<file path="src/rtl/an_np_pkg.sv">
/*
  Shared constants for the next page exchange: register map, page word
  layout, link timing and page helpers used by both ends.
  Assumes a 250 MHz core clock on both ends and a 16-bit page word.
*/
package an_np_pkg;

  // ==========================================================
  // Timing
  localparam int CLK_PERIOD_NS  = 4;
  localparam int LINK_PERIOD_NS = 48;
  localparam int HALF_CYC       = LINK_PERIOD_NS / (2 * CLK_PERIOD_NS);

  // ==========================================================
  // Register offsets of the device end
  localparam logic [3:0] OFF_CTRL = 4'h0;
  localparam logic [3:0] OFF_ADV  = 4'h1;
  localparam logic [3:0] OFF_NPTX = 4'h2;
  localparam logic [3:0] OFF_LPA  = 4'h3;
  localparam logic [3:0] OFF_STAT = 4'h4;
  localparam logic [3:0] OFF_EXP  = 4'h5;

  // ==========================================================
  // Page word fields
  localparam int BIT_NP   = 15;
  localparam int BIT_ACK  = 14;
  localparam int BIT_MP   = 13;
  localparam int BIT_ACK2 = 12;
  localparam int BIT_TGL  = 11;
  localparam int BIT_RF   = 13;
  localparam int SEL_HI   = 4;

  // Control, status and expansion bit positions
  localparam int CTRL_START = 0;
  localparam int STAT_RF    = 4;
  localparam int STAT_DONE  = 5;
  localparam int EXP_PAGE   = 1;
  localparam int EXP_LNP    = 2;
  localparam int EXP_PNP    = 3;
  localparam int EXP_PMP    = 4;
  localparam int EXP_PACK2  = 5;
  localparam int EXP_SEQERR = 6;
  localparam int EXP_PEND   = 7;

  // ==========================================================
  // Reset values and codes
  localparam logic [15:0] ADV_RST   = 16'h0001;
  localparam logic [15:0] NPTX_RST  = 16'h2001;
  localparam logic [10:0] NULL_CODE = 11'h001;
  localparam logic [10:0] MSG_LAST  = 11'h00f;

  // Null message page with NP clear
  function automatic logic [15:0] nullPage(input logic tgl, input logic ack);
    nullPage = {1'b0, ack, 1'b1, 1'b0, tgl, NULL_CODE};
  endfunction

  // True when a page carries the Null message code
  function automatic logic isNull(input logic [15:0] w);
    isNull = w[BIT_MP] && (w[10:0] == NULL_CODE);
  endfunction

  // True when a message code is a defined one
  function automatic logic msgValid(input logic [10:0] c);
    msgValid = (c != 11'h000) && (c <= MSG_LAST);
  endfunction

endpackage

</file>
<file path="src/rtl/an_link_if.sv">
/*
  Link between the device end and the partner end of the page exchange.
  Assumes the device end makes the link clock and frame; data flows both
  ways, most significant bit first, one page per frame.
*/
`timescale 1ns/1ns

interface an_link_if;
  logic linkClk;
  logic linkFrame;
  logic devData;
  logic prtData;

  modport device (
    output linkClk,
    output linkFrame,
    output devData,
    input  prtData
  );

  modport partner (
    input  linkClk,
    input  linkFrame,
    input  devData,
    output prtData
  );
endinterface

</file>
<file path="src/rtl/an_np_device.sv">
/*
  Device end of the next page exchange with remote fault handling.
  Software reaches the registers over a plain port with read data one
  cycle after the read strobe. Assumes the partner answers every frame.
*/
// Chosen here: the address-and-strobe port and the address map.
`timescale 1ns/1ns

// Function
// Unformatted runs follow a Message Page
// Matching selectors: selector governs page use
// Send Null NP=0 while partner continues
// Received Null ends partner's pages
// Code field meaning follows MP
// NP=0 marks last page
// MP selects Message or Unformatted page
// Ack2 reports compliance with message
// Toggle inverts previous transmitted toggle
// Never transmit undefined message codes
// Both Next Page able: one page minimum
// Exchange until neither end has more
// Unformatted pages immediately follow their message
// Received pages stored for management
// Transmitted fault bit from advertisement bit
// Fault bit held until base renegotiation
// Received fault sets status fault bit
// Status fault held until read or reset
// Page received set; cleared on read
// Word layout NP Ack MP Ack2 T code
// Load page only after management write
// Null is message code one, MP=1
module an_np_device (
  input  wire logic        core_clk,
  input  wire logic        rst,
  input  wire logic [3:0]  addr,
  input  wire logic [15:0] wrData,
  input  wire logic        wrEn,
  input  wire logic        rdEn,
  output logic [15:0]      rdData,
  output logic             anDone,
  an_link_if.device        link
);

  typedef enum logic [4:0] {
    ST_IDLE  = 5'b00001,
    ST_BASE  = 5'b00010,
    ST_WAIT  = 5'b00100,
    ST_XFER  = 5'b01000,
    ST_DONE  = 5'b10000
  } state_e;

  state_e      state_q;
  logic [15:0] adv_q;
  logic [15:0] nptx_q;
  logic        npPend_q;
  logic [15:0] lpa_q;
  logic [4:0]  lpSel_q;
  logic        rfStat_q;
  logic        pageRx_q;
  logic        lpNp_q;
  logic        seqErr_q;
  logic        rfTx_q;
  logic        txTgl_q;
  logic        msgSeen_q;
  logic        localDone_q;
  logic        prtDone_q;
  logic        startReq;
  logic        sendNp;
  logic        seqBad;
  logic        selMatch;
  logic [15:0] npWord;
  logic        pd1_q;
  logic        pd2_q;
  logic        xfer_q;
  logic        clk_q;
  logic        frame_q;
  logic        data_q;
  logic [4:0]  bitCnt_q;
  logic [2:0]  div_q;
  logic [15:0] txSh_q;
  logic [15:0] rxSh_q;
  logic        xDone_q;
  logic        startX;
  logic [15:0] txWord;
  logic        tick;

  // ==========================================================
  // Register port
  assign startReq = wrEn && (addr == an_np_pkg::OFF_CTRL) && wrData[an_np_pkg::CTRL_START];

  // Writable registers; a pending page waits for software
  always_ff @(posedge core_clk or posedge rst) begin
    if (rst) begin
      adv_q    <= an_np_pkg::ADV_RST;
      nptx_q   <= an_np_pkg::NPTX_RST;
      npPend_q <= 1'b0;
    end else begin
      if (wrEn && addr == an_np_pkg::OFF_ADV) begin
        adv_q <= wrData;
      end
      if (wrEn && addr == an_np_pkg::OFF_NPTX) begin
        nptx_q   <= wrData;
        npPend_q <= 1'b1;
      end else if (sendNp) begin
        npPend_q <= 1'b0;
      end
    end
  end

  // Read data one cycle after the strobe; unmapped reads give zero
  always_ff @(posedge core_clk or posedge rst) begin
    if (rst) begin
      rdData <= 16'h0000;
    end else if (rdEn) begin
      case (addr)
        an_np_pkg::OFF_ADV:  rdData <= adv_q;
        an_np_pkg::OFF_NPTX: rdData <= nptx_q;
        an_np_pkg::OFF_LPA:  rdData <= lpa_q;
        an_np_pkg::OFF_STAT: rdData <= {10'h000, anDone, rfStat_q, 4'h0};
        an_np_pkg::OFF_EXP:  rdData <= {8'h00, npPend_q, seqErr_q,
                                        lpa_q[an_np_pkg::BIT_ACK2],
                                        lpa_q[an_np_pkg::BIT_MP],
                                        lpNp_q, adv_q[an_np_pkg::BIT_NP],
                                        pageRx_q, 1'b0};
        default:             rdData <= 16'h0000;
      endcase
    end
  end

  // Sticky flags: a set in the clearing cycle wins
  always_ff @(posedge core_clk or posedge rst) begin
    if (rst) begin
      rfStat_q <= 1'b0;
      pageRx_q <= 1'b0;
    end else begin
      if (xDone_q && state_q == ST_BASE && rxSh_q[an_np_pkg::BIT_RF]) begin
        rfStat_q <= 1'b1;
      end else if (rdEn && addr == an_np_pkg::OFF_STAT) begin
        rfStat_q <= 1'b0;
      end
      if (xDone_q) begin
        pageRx_q <= 1'b1;
      end else if (rdEn && addr == an_np_pkg::OFF_EXP) begin
        pageRx_q <= 1'b0;
      end
    end
  end

  // ==========================================================
  // Outgoing page build
  // Partner selector kept from its base page, later pages overwrite lpa_q
  assign selMatch = adv_q[an_np_pkg::SEL_HI:0] == lpSel_q;

  always_comb begin
    sendNp = 1'b0;
    seqBad = 1'b0;
    npWord = an_np_pkg::nullPage(!txTgl_q, 1'b1);
    if (state_q == ST_WAIT && !xfer_q && !localDone_q && npPend_q) begin
      sendNp = 1'b1;
      npWord = nptx_q;
      npWord[an_np_pkg::BIT_ACK] = 1'b1;
      npWord[an_np_pkg::BIT_TGL] = !txTgl_q;
      // Unformatted without a preceding message, unless selector rules
      seqBad = !nptx_q[an_np_pkg::BIT_MP] && !msgSeen_q && !selMatch;
      if ((nptx_q[an_np_pkg::BIT_MP] && !an_np_pkg::msgValid(nptx_q[10:0])) || seqBad) begin
        npWord = an_np_pkg::nullPage(!txTgl_q, 1'b1);
      end
    end
  end

  assign startX = (state_q == ST_IDLE && startReq)
               || (state_q == ST_WAIT && !xfer_q && (localDone_q || npPend_q));
  assign txWord = (state_q == ST_IDLE)
                ? {adv_q[15:14], adv_q[an_np_pkg::BIT_RF] | rfTx_q, adv_q[12:0]}
                : npWord;

  // ==========================================================
  // Negotiation sequence
  always_ff @(posedge core_clk or posedge rst) begin
    if (rst) begin
      state_q     <= ST_IDLE;
      lpa_q       <= 16'h0000;
      lpSel_q     <= 5'h00;
      lpNp_q      <= 1'b0;
      seqErr_q    <= 1'b0;
      txTgl_q     <= 1'b0;
      msgSeen_q   <= 1'b0;
      localDone_q <= 1'b0;
      prtDone_q   <= 1'b0;
      anDone      <= 1'b0;
    end else begin
      case (state_q)
        ST_IDLE: begin
          if (startReq) begin
            anDone      <= 1'b0;
            txTgl_q     <= txWord[an_np_pkg::BIT_TGL];
            msgSeen_q   <= 1'b0;
            localDone_q <= 1'b0;
            prtDone_q   <= 1'b0;
            state_q     <= ST_BASE;
          end
        end
        ST_BASE: begin
          if (xDone_q) begin
            lpa_q   <= rxSh_q;
            lpSel_q <= rxSh_q[an_np_pkg::SEL_HI:0];
            lpNp_q  <= rxSh_q[an_np_pkg::BIT_NP];
            if (adv_q[an_np_pkg::BIT_NP] && rxSh_q[an_np_pkg::BIT_NP]) begin
              state_q <= ST_WAIT;
            end else begin
              state_q <= ST_DONE;
            end
          end
        end
        ST_WAIT: begin
          if (startX) begin
            txTgl_q <= npWord[an_np_pkg::BIT_TGL];
            if (seqBad) begin
              seqErr_q <= 1'b1;
            end
            if (npWord[an_np_pkg::BIT_MP]) begin
              msgSeen_q <= 1'b1;
            end
            if (!npWord[an_np_pkg::BIT_NP]) begin
              localDone_q <= 1'b1;
            end
            state_q <= ST_XFER;
          end
        end
        ST_XFER: begin
          if (xDone_q) begin
            lpa_q <= rxSh_q;
            if (localDone_q && (prtDone_q || !rxSh_q[an_np_pkg::BIT_NP]
                                || an_np_pkg::isNull(rxSh_q))) begin
              state_q <= ST_DONE;
            end else begin
              state_q <= ST_WAIT;
            end
            if (!rxSh_q[an_np_pkg::BIT_NP] || an_np_pkg::isNull(rxSh_q)) begin
              prtDone_q <= 1'b1;
            end
          end
        end
        ST_DONE: begin
          anDone  <= 1'b1;
          state_q <= ST_IDLE;
        end
        default: state_q <= ST_IDLE;
      endcase
    end
  end

  // Transmitted fault bit latched until a base renegotiation completes
  always_ff @(posedge core_clk or posedge rst) begin
    if (rst) begin
      rfTx_q <= 1'b0;
    end else if (adv_q[an_np_pkg::BIT_RF]) begin
      rfTx_q <= 1'b1;
    end else if (state_q == ST_DONE) begin
      rfTx_q <= 1'b0;
    end
  end

  // ==========================================================
  // Link engine: divided clock, framed 16-bit full duplex shift
  always_ff @(posedge core_clk or posedge rst) begin
    if (rst) begin
      pd1_q <= 1'b0;
      pd2_q <= 1'b0;
    end else begin
      pd1_q <= link.prtData;
      pd2_q <= pd1_q;
    end
  end

  assign tick = xfer_q && (div_q == 3'(an_np_pkg::HALF_CYC - 1));

  always_ff @(posedge core_clk or posedge rst) begin
    if (rst) begin
      xfer_q   <= 1'b0;
      clk_q    <= 1'b0;
      frame_q  <= 1'b0;
      data_q   <= 1'b0;
      bitCnt_q <= 5'h00;
      div_q    <= 3'h0;
      txSh_q   <= 16'h0000;
      rxSh_q   <= 16'h0000;
      xDone_q  <= 1'b0;
    end else begin
      xDone_q <= tick && !clk_q && bitCnt_q == 5'h10;
      if (startX) begin
        xfer_q   <= 1'b1;
        frame_q  <= 1'b1;
        clk_q    <= 1'b0;
        data_q   <= txWord[15];
        txSh_q   <= {txWord[14:0], 1'b0};
        bitCnt_q <= 5'h00;
        div_q    <= 3'h0;
      end else if (xfer_q) begin
        div_q <= tick ? 3'h0 : div_q + 3'h1;
        if (tick && !clk_q) begin
          // Tail half period lets the partner see the frame drop
          if (bitCnt_q == 5'h10) begin
            xfer_q <= 1'b0;
          end else begin
            clk_q <= 1'b1;
          end
        end else if (tick) begin
          clk_q    <= 1'b0;
          rxSh_q   <= {rxSh_q[14:0], pd2_q};
          bitCnt_q <= bitCnt_q + 5'h01;
          data_q   <= txSh_q[15];
          txSh_q   <= {txSh_q[14:0], 1'b0};
          if (bitCnt_q == 5'h0f) begin
            frame_q <= 1'b0;
            data_q  <= 1'b0;
          end
        end
      end
    end
  end

  assign link.linkClk   = clk_q;
  assign link.linkFrame = frame_q;
  assign link.devData   = data_q;

endmodule

</file>
<file path="src/flat_wrapper.sv">
// flat-port wrapper written by rule: the top's interface ports become plain ports
module an_np_device_flat 
  (core_clk, rst, addr, wrData, wrEn, rdEn, rdData, anDone, link_linkClk, link_linkFrame, link_devData, link_prtData);
  an_link_if link_i ();
  input  wire logic core_clk;
  input  wire logic rst;
  input  wire logic [3:0] addr;
  input  wire logic [15:0] wrData;
  input  wire logic wrEn;
  input  wire logic rdEn;
  output logic [15:0] rdData;
  output logic anDone;
  output wire logic [$bits(link_i.linkClk)-1:0] link_linkClk;
  output wire logic [$bits(link_i.linkFrame)-1:0] link_linkFrame;
  output wire logic [$bits(link_i.devData)-1:0] link_devData;
  input wire logic [$bits(link_i.prtData)-1:0] link_prtData;
  assign link_linkClk = link_i.linkClk;
  assign link_linkFrame = link_i.linkFrame;
  assign link_devData = link_i.devData;
  assign link_i.prtData = link_prtData;
  an_np_device u_core (.core_clk(core_clk), .rst(rst), .addr(addr), .wrData(wrData), .wrEn(wrEn), .rdEn(rdEn), .rdData(rdData), .anDone(anDone), .link(link_i));
endmodule
</file>
<file path="config.mk">
export PLATFORM = sky130hd
export DESIGN_NAME = an_np_device_flat
export DESIGN_NICKNAME = d
export VERILOG_FILES = /design/src/rtl/an_np_pkg.sv /design/src/rtl/an_link_if.sv /design/src/rtl/an_np_device.sv /design/src/flat_wrapper.sv
export SDC_FILE = /design/constraint.sdc
export NUM_CORES = 1
export LEC_CHECK = 0
export BUFFER_PORTS_ARGS = -buffer_cell sky130_fd_sc_hd__buf_2
export CORE_AREA = 2 2 119 121
export DETAILED_ROUTE_END_ITERATION = 10
export DIE_AREA = 0 0 121 123
export SYNTH_ARGS = -nofsm -noshare
export SYNTH_HDL_FRONTEND = slang
export SYNTH_SLANG_ARGS = --single-unit
</file>
<file path="constraint.sdc">
create_clock -name core_clk -period 12.73 [get_ports core_clk]
set_input_delay 1.9095 -clock core_clk [delete_from_list [all_inputs] [get_ports core_clk]]
set_output_delay 1.9095 -clock core_clk [all_outputs]
set_load 0.005 [all_outputs]
</file>
# Word-level counts from Yosys, hierarchy flattened
# Cells that the tools add are included.
# word_totals
elab_cells	188
output_inout_bits	20
mem_bits_rw	0
mem_bits_ro	0
mem_count	0
latchBits	0
reg_bits	132
# op_classes
addsub	2
muxes	65
multipliers	0
div	0
eq_ne	24
bitwise	3
magnitude_cmp	1
reduce_logical	65
shifts	0
# ops
operator	count
$mux 16	7
$pmux 16 s5	1
$mux 5	10
$mux 1	38
$reduce_and 4->1	6
$logic_and 1x1->1	23
$pmux 5 s4	1
$reduce_bool 2->1	10
$ne 2x1->1 const B	7
$reduce_and 3->1	4
$eq 11x1->1 const B	1
$le 11x4->1 const B	1
$reduce_bool 11->1	1
$eq 5x4->1 const B	2
$eq 5x5->1 const B	2
$pmux 1 s2	5
$logic_not 1->1	9
$mux 3	3
$eq 4x2->1 const B	2
$eq 4x3->1 const B	2
$logic_or 1x1->1	6
$reduce_and 2->1	3
$add 5x1->5 const B	1
$eq 5x1->1 const B	1
13 further kinds	14

# Depth between registers and ports, before layout
# depth
word_depth	10
mapped_depth	8
depth_no_buf	7

# Least setup slack after synthesis
# No wires, ideal clock.
# synth_path
path_type	input to register
startpoint	input port addr[2]
endpoint	register u_core.rxSh_q[0]
setup_ps	125
arrival_time_ps	3333
stages	7
setup_slack_ps	9272
t_required_ps	12605
n_path_buf	2
cell_sequence	clkbuf_1 > nor4bb_1 > nand4bb_1 > nand2_4 > nor2_4 > buf_6 > mux2_4
# synth_between
elab_chain_len	7
# synth_lines
item	line	rtl
from (decl)	flat_wrapper.sv:7	input wire logic [3:0] addr;
$logic_not 4->1	an_np_device.sv:89	assign startReq = wrEn && (addr == an_np_pkg::OFF_CTRL) && wrData[an_np_pkg::CTRL_START];
$logic_and 1x1->1 (2 in series)	an_np_device.sv:89	
$logic_and 1x1->1	an_np_device.sv:171	assign startX = (state_q == ST_IDLE && startReq)
$logic_or 1x1->1	an_np_device.sv:172	|| (state_q == ST_WAIT && !xfer_q && (localDone_q || npPend_q));
$not 1->1 (no source line)	-	
$reduce_and 4->1 (no source line)	-	
to (signal assigned)	an_np_device.sv:310	rxSh_q <= {rxSh_q[14:0], pd2_q};
to (decl)	an_np_device.sv:81	logic [15:0] rxSh_q;
# No other way between the ends.
# A chain may end at the register's enable or synchronous reset.

# Worst setup path after layout
# layout_path
startpoint	input port addr[1]
endpoint	register u_core.nptx_q[9]
# layout_between
elab_chain_len	2
# layout_lines
item	line	rtl
$eq 4x2->1	an_np_device.sv:101	if (wrEn && addr == an_np_pkg::OFF_NPTX) begin
$logic_and 1x1->1	an_np_device.sv:101	
to (signal assigned)	an_np_device.sv:95	nptx_q <= an_np_pkg::NPTX_RST;
to (signal assigned)	an_np_device.sv:102	nptx_q <= wrData;
to (decl)	an_np_device.sv:54	logic [15:0] nptx_q;
# No other way between the ends.

==> out/results.ini <==
[sta]
fin_tns_setup_ns=0
fmax_ghz=0.236
fin_crit_ns=4.24
finalClockSkew_ns=0.00876
max_slew_margin_pct=21.0
worst_slew_pin_slew_ns=1.18
hold_ws_ns=0.348
slew_violations=0
final-setup-viol-count=0
hold_viol_final=0
period_share_pct=33.3
rsz0062_at_grt=no
fin_ws_ns=8.49

[clocking]
clock-sinks=131
cts_max_path_buffers=2
clkLatencyLatePin_ns=0.42
clock-root-buffer=clkbuf_16
postCtsSetupBuffers=0
clkTransAtPathRegs_ns=0.06
tritoncts=built
numCtsBuffers=17
ctsResizeCount=0
hold_buffers=0
htree_levels=4

[cells_and_area]
regArea_um2=3280
finalInstanceArea_um2=7000
final_common_cell=dfrtp_1
postLayoutCoreUtil_pct=51.4
layout.cells.non_filler=753
fin_nets=592
antennaDiodeCount=0
area_growth_pct=15.6
drive_gt1_share_pct=30.0
fillCellCount=1203
layout_common_cells=dfrtp_1 (127), mux2_2 (71), buf_2 (44), nand2_1 (43), inv_1 (26)
multi_input_area_um2=2550

[synth]
synth_top_area_cell=dfrtp_1
synth_top_family_by_area=multiplexers
syn_nets=553
synthAdderAreaFrac_pct=1.03
synth_compound_area_share_pct=11.9
ys_seq_elements=131
syn_inst=523
synthTopCellsByArea=dfrtp_1 (53%), mux2_2 (13%), nand2_1 (2.7%)
ys_warn_count=0
ys.flop_type=dfrtp_1
synth-edff-count=0
yosysUniqueCellTypes=55
syn_avg_cell_area_um2=11.6
synth-seq-area-share_pct=54.2
yosys.area_share.simple_pct=11.7
synth_top_area_share_pct=52.5
syn_area_um2=6050
synthMuxAreaShare_pct=16.4
synthArstFlopShare_pct=100
synth_xor_area_share_pct=1.16

[floorplanning]
die_area_um2=14900
core-area_um2=13600
dieWidth_um=121
initial_core_util_pct=44.5
die_h_um=123
num_io_pins=45
row_count=43

[grt]
antenna_found_initial=0
grt_max_degree=75
globalRouteTotalUtil_pct=20.7
overflow=0
grt_pass1_wl_um=23000
grt_pass1_vias=4259

[hold_path]
hold_class=reg -> reg

[placement]
place_area_um2=6410
dp_slack_ns=8.11
dp_hpwl_um=10200
portBuffers=44
gp_congestion=0.827
place_inst=723

[routing]
dr.pass1.iters=5
drc=0
routed_wl_um=14700
vias=4357
drtIter0Drc=416
ant_nets=0
avgViaCountPerCell=5.79
wire_per_inst_um=19.5

[critical_path]
critPathBufInv=1
cp.required_ns=13.03
crit_path_max_fanout=18
cp-start-kind=input pin
critical-path-top-delay-family=simple AND/OR/NAND/NOR gates
end_kind=register
slowest_delay_ns=0.91
worst_path_max_delay_cell=nand3_1
crit_type=in -> reg
arrival_ns=4.54
path_cells=buf_2 > nor2b_1 > nand3_1 > mux2_2

[power_and_ir_drop]
ir_worst_vdd_uv=92.7
powerDensity_nw_per_um2=182
p_leak_nw=3.22
finalPower_mw=1.28

[run]
drv_cap=0

[run_status]
status=finished clean

==> worst paths after layout <==
path / end / startpoint / cells after the start / slack [ns]
min in group asynchronous: u_core.pd1_q / rst / 2 / 1.61
max in group asynchronous: u_core.bitCnt_q[0] / rst / 3 / 9.68
worst max-delay path: u_core.nptx_q[9] / addr[1] / 4 / 8.49
worst min register to register: u_core.pd2_q / u_core.pd1_q / 0 / 0.35
worst max register to register: u_core.rxSh_q[15] / u_core.div_q[1] / 5 / 9.91
worst min-delay path: u_core.pd2_q / u_core.pd1_q / 0 / 0.35
==> worst register-to-register path, cell delays in order (launching register included) <==
cell and delay [ns]:
dfrtp_1 0.39, inv_1 0.06, ha_1 0.18, nand4_1 0.77
nor2_4 0.86, mux2_2 0.43
==> metal layers <==
| metal | wire, um | track usage [%] | part of all wire [%] | up-vias |
|---|---|---|---|---|
| met1 | 6670 | 28.3 | 45 | 2245 |
| met5 | 0 | 0 | 0 | - |
| met3 | 701 | 5.35 | 4.8 | 22 |
| li1 | - | - | - | 1976 |
| met2 | 7110 | 32.6 | 48 | 114 |
| met4 | 228 | 6.32 | 1.5 | 0 |
==> registers in the layout, summed over array words and instances (netlist names), 3 cells and up <==
register and flops:
u_core.adv_q 16, u_core.rxSh_q 16, u_core.txSh_q 15, u_core.div_q 3
u_core.lpSel_q 5, u_core.bitCnt_q 5, u_core.state_q 5, u_core.lpa_q 16
u_core.rdData 16, u_core.nptx_q 16
==> logic make-up after synthesis <==
logic type	count (synthesis)
AND/OR/NAND/NOR	134
flip-flops	131
AO/OA/AOI/OAI	106
multiplexers	85
buffers and inverters	54
XOR/XNOR	8
adder cells (fa/ha/maj)	5
==> area by class of cell <==
class,instances,share of cell area [%]
Timing Repair Buffer,47,3.47
Tap cell,180,3.22
Clock inverter,8,1.47
Sequential cell,131,46.9
Clock buffer,22,6.92
Inverter,27,1.48
Multi-Input combinational cell,338,36.5
==> power breakdown <==
group	total, mW	internal, mW	switching, mW
combinational	0.227	0.107	0.120
clock	0.483	0.306	0.177
sequential	0.566	0.493	0.0731
total	1.28	0.906	0.370
==> synth_stat cells, drive strengths merged (2+ instances only) <==
cell type / instances
dfrtp: 127
mux2: 81
nand2: 44
inv: 27
a21oi: 25
nor2: 25
clkbuf: 23
o22ai: 17
a22oi: 15
and3: 13
a32oi: 12
o21ai: 11
nand3: 8
a22o: 7
ha: 5
nor3: 5
nor3b: 5
or3: 5
buf: 4
dfstp: 4
mux2i: 4
nand2b: 4
nor2b: 4
nor4: 4
xnor2: 4
xor2: 4
a21o: 3
and2: 3
nand4: 3
or4: 3
a211oi: 2
a32o: 2
nand3b: 2
o31ai: 2
o32ai: 2
or4b: 2
(Power assumes the default switching activity.)
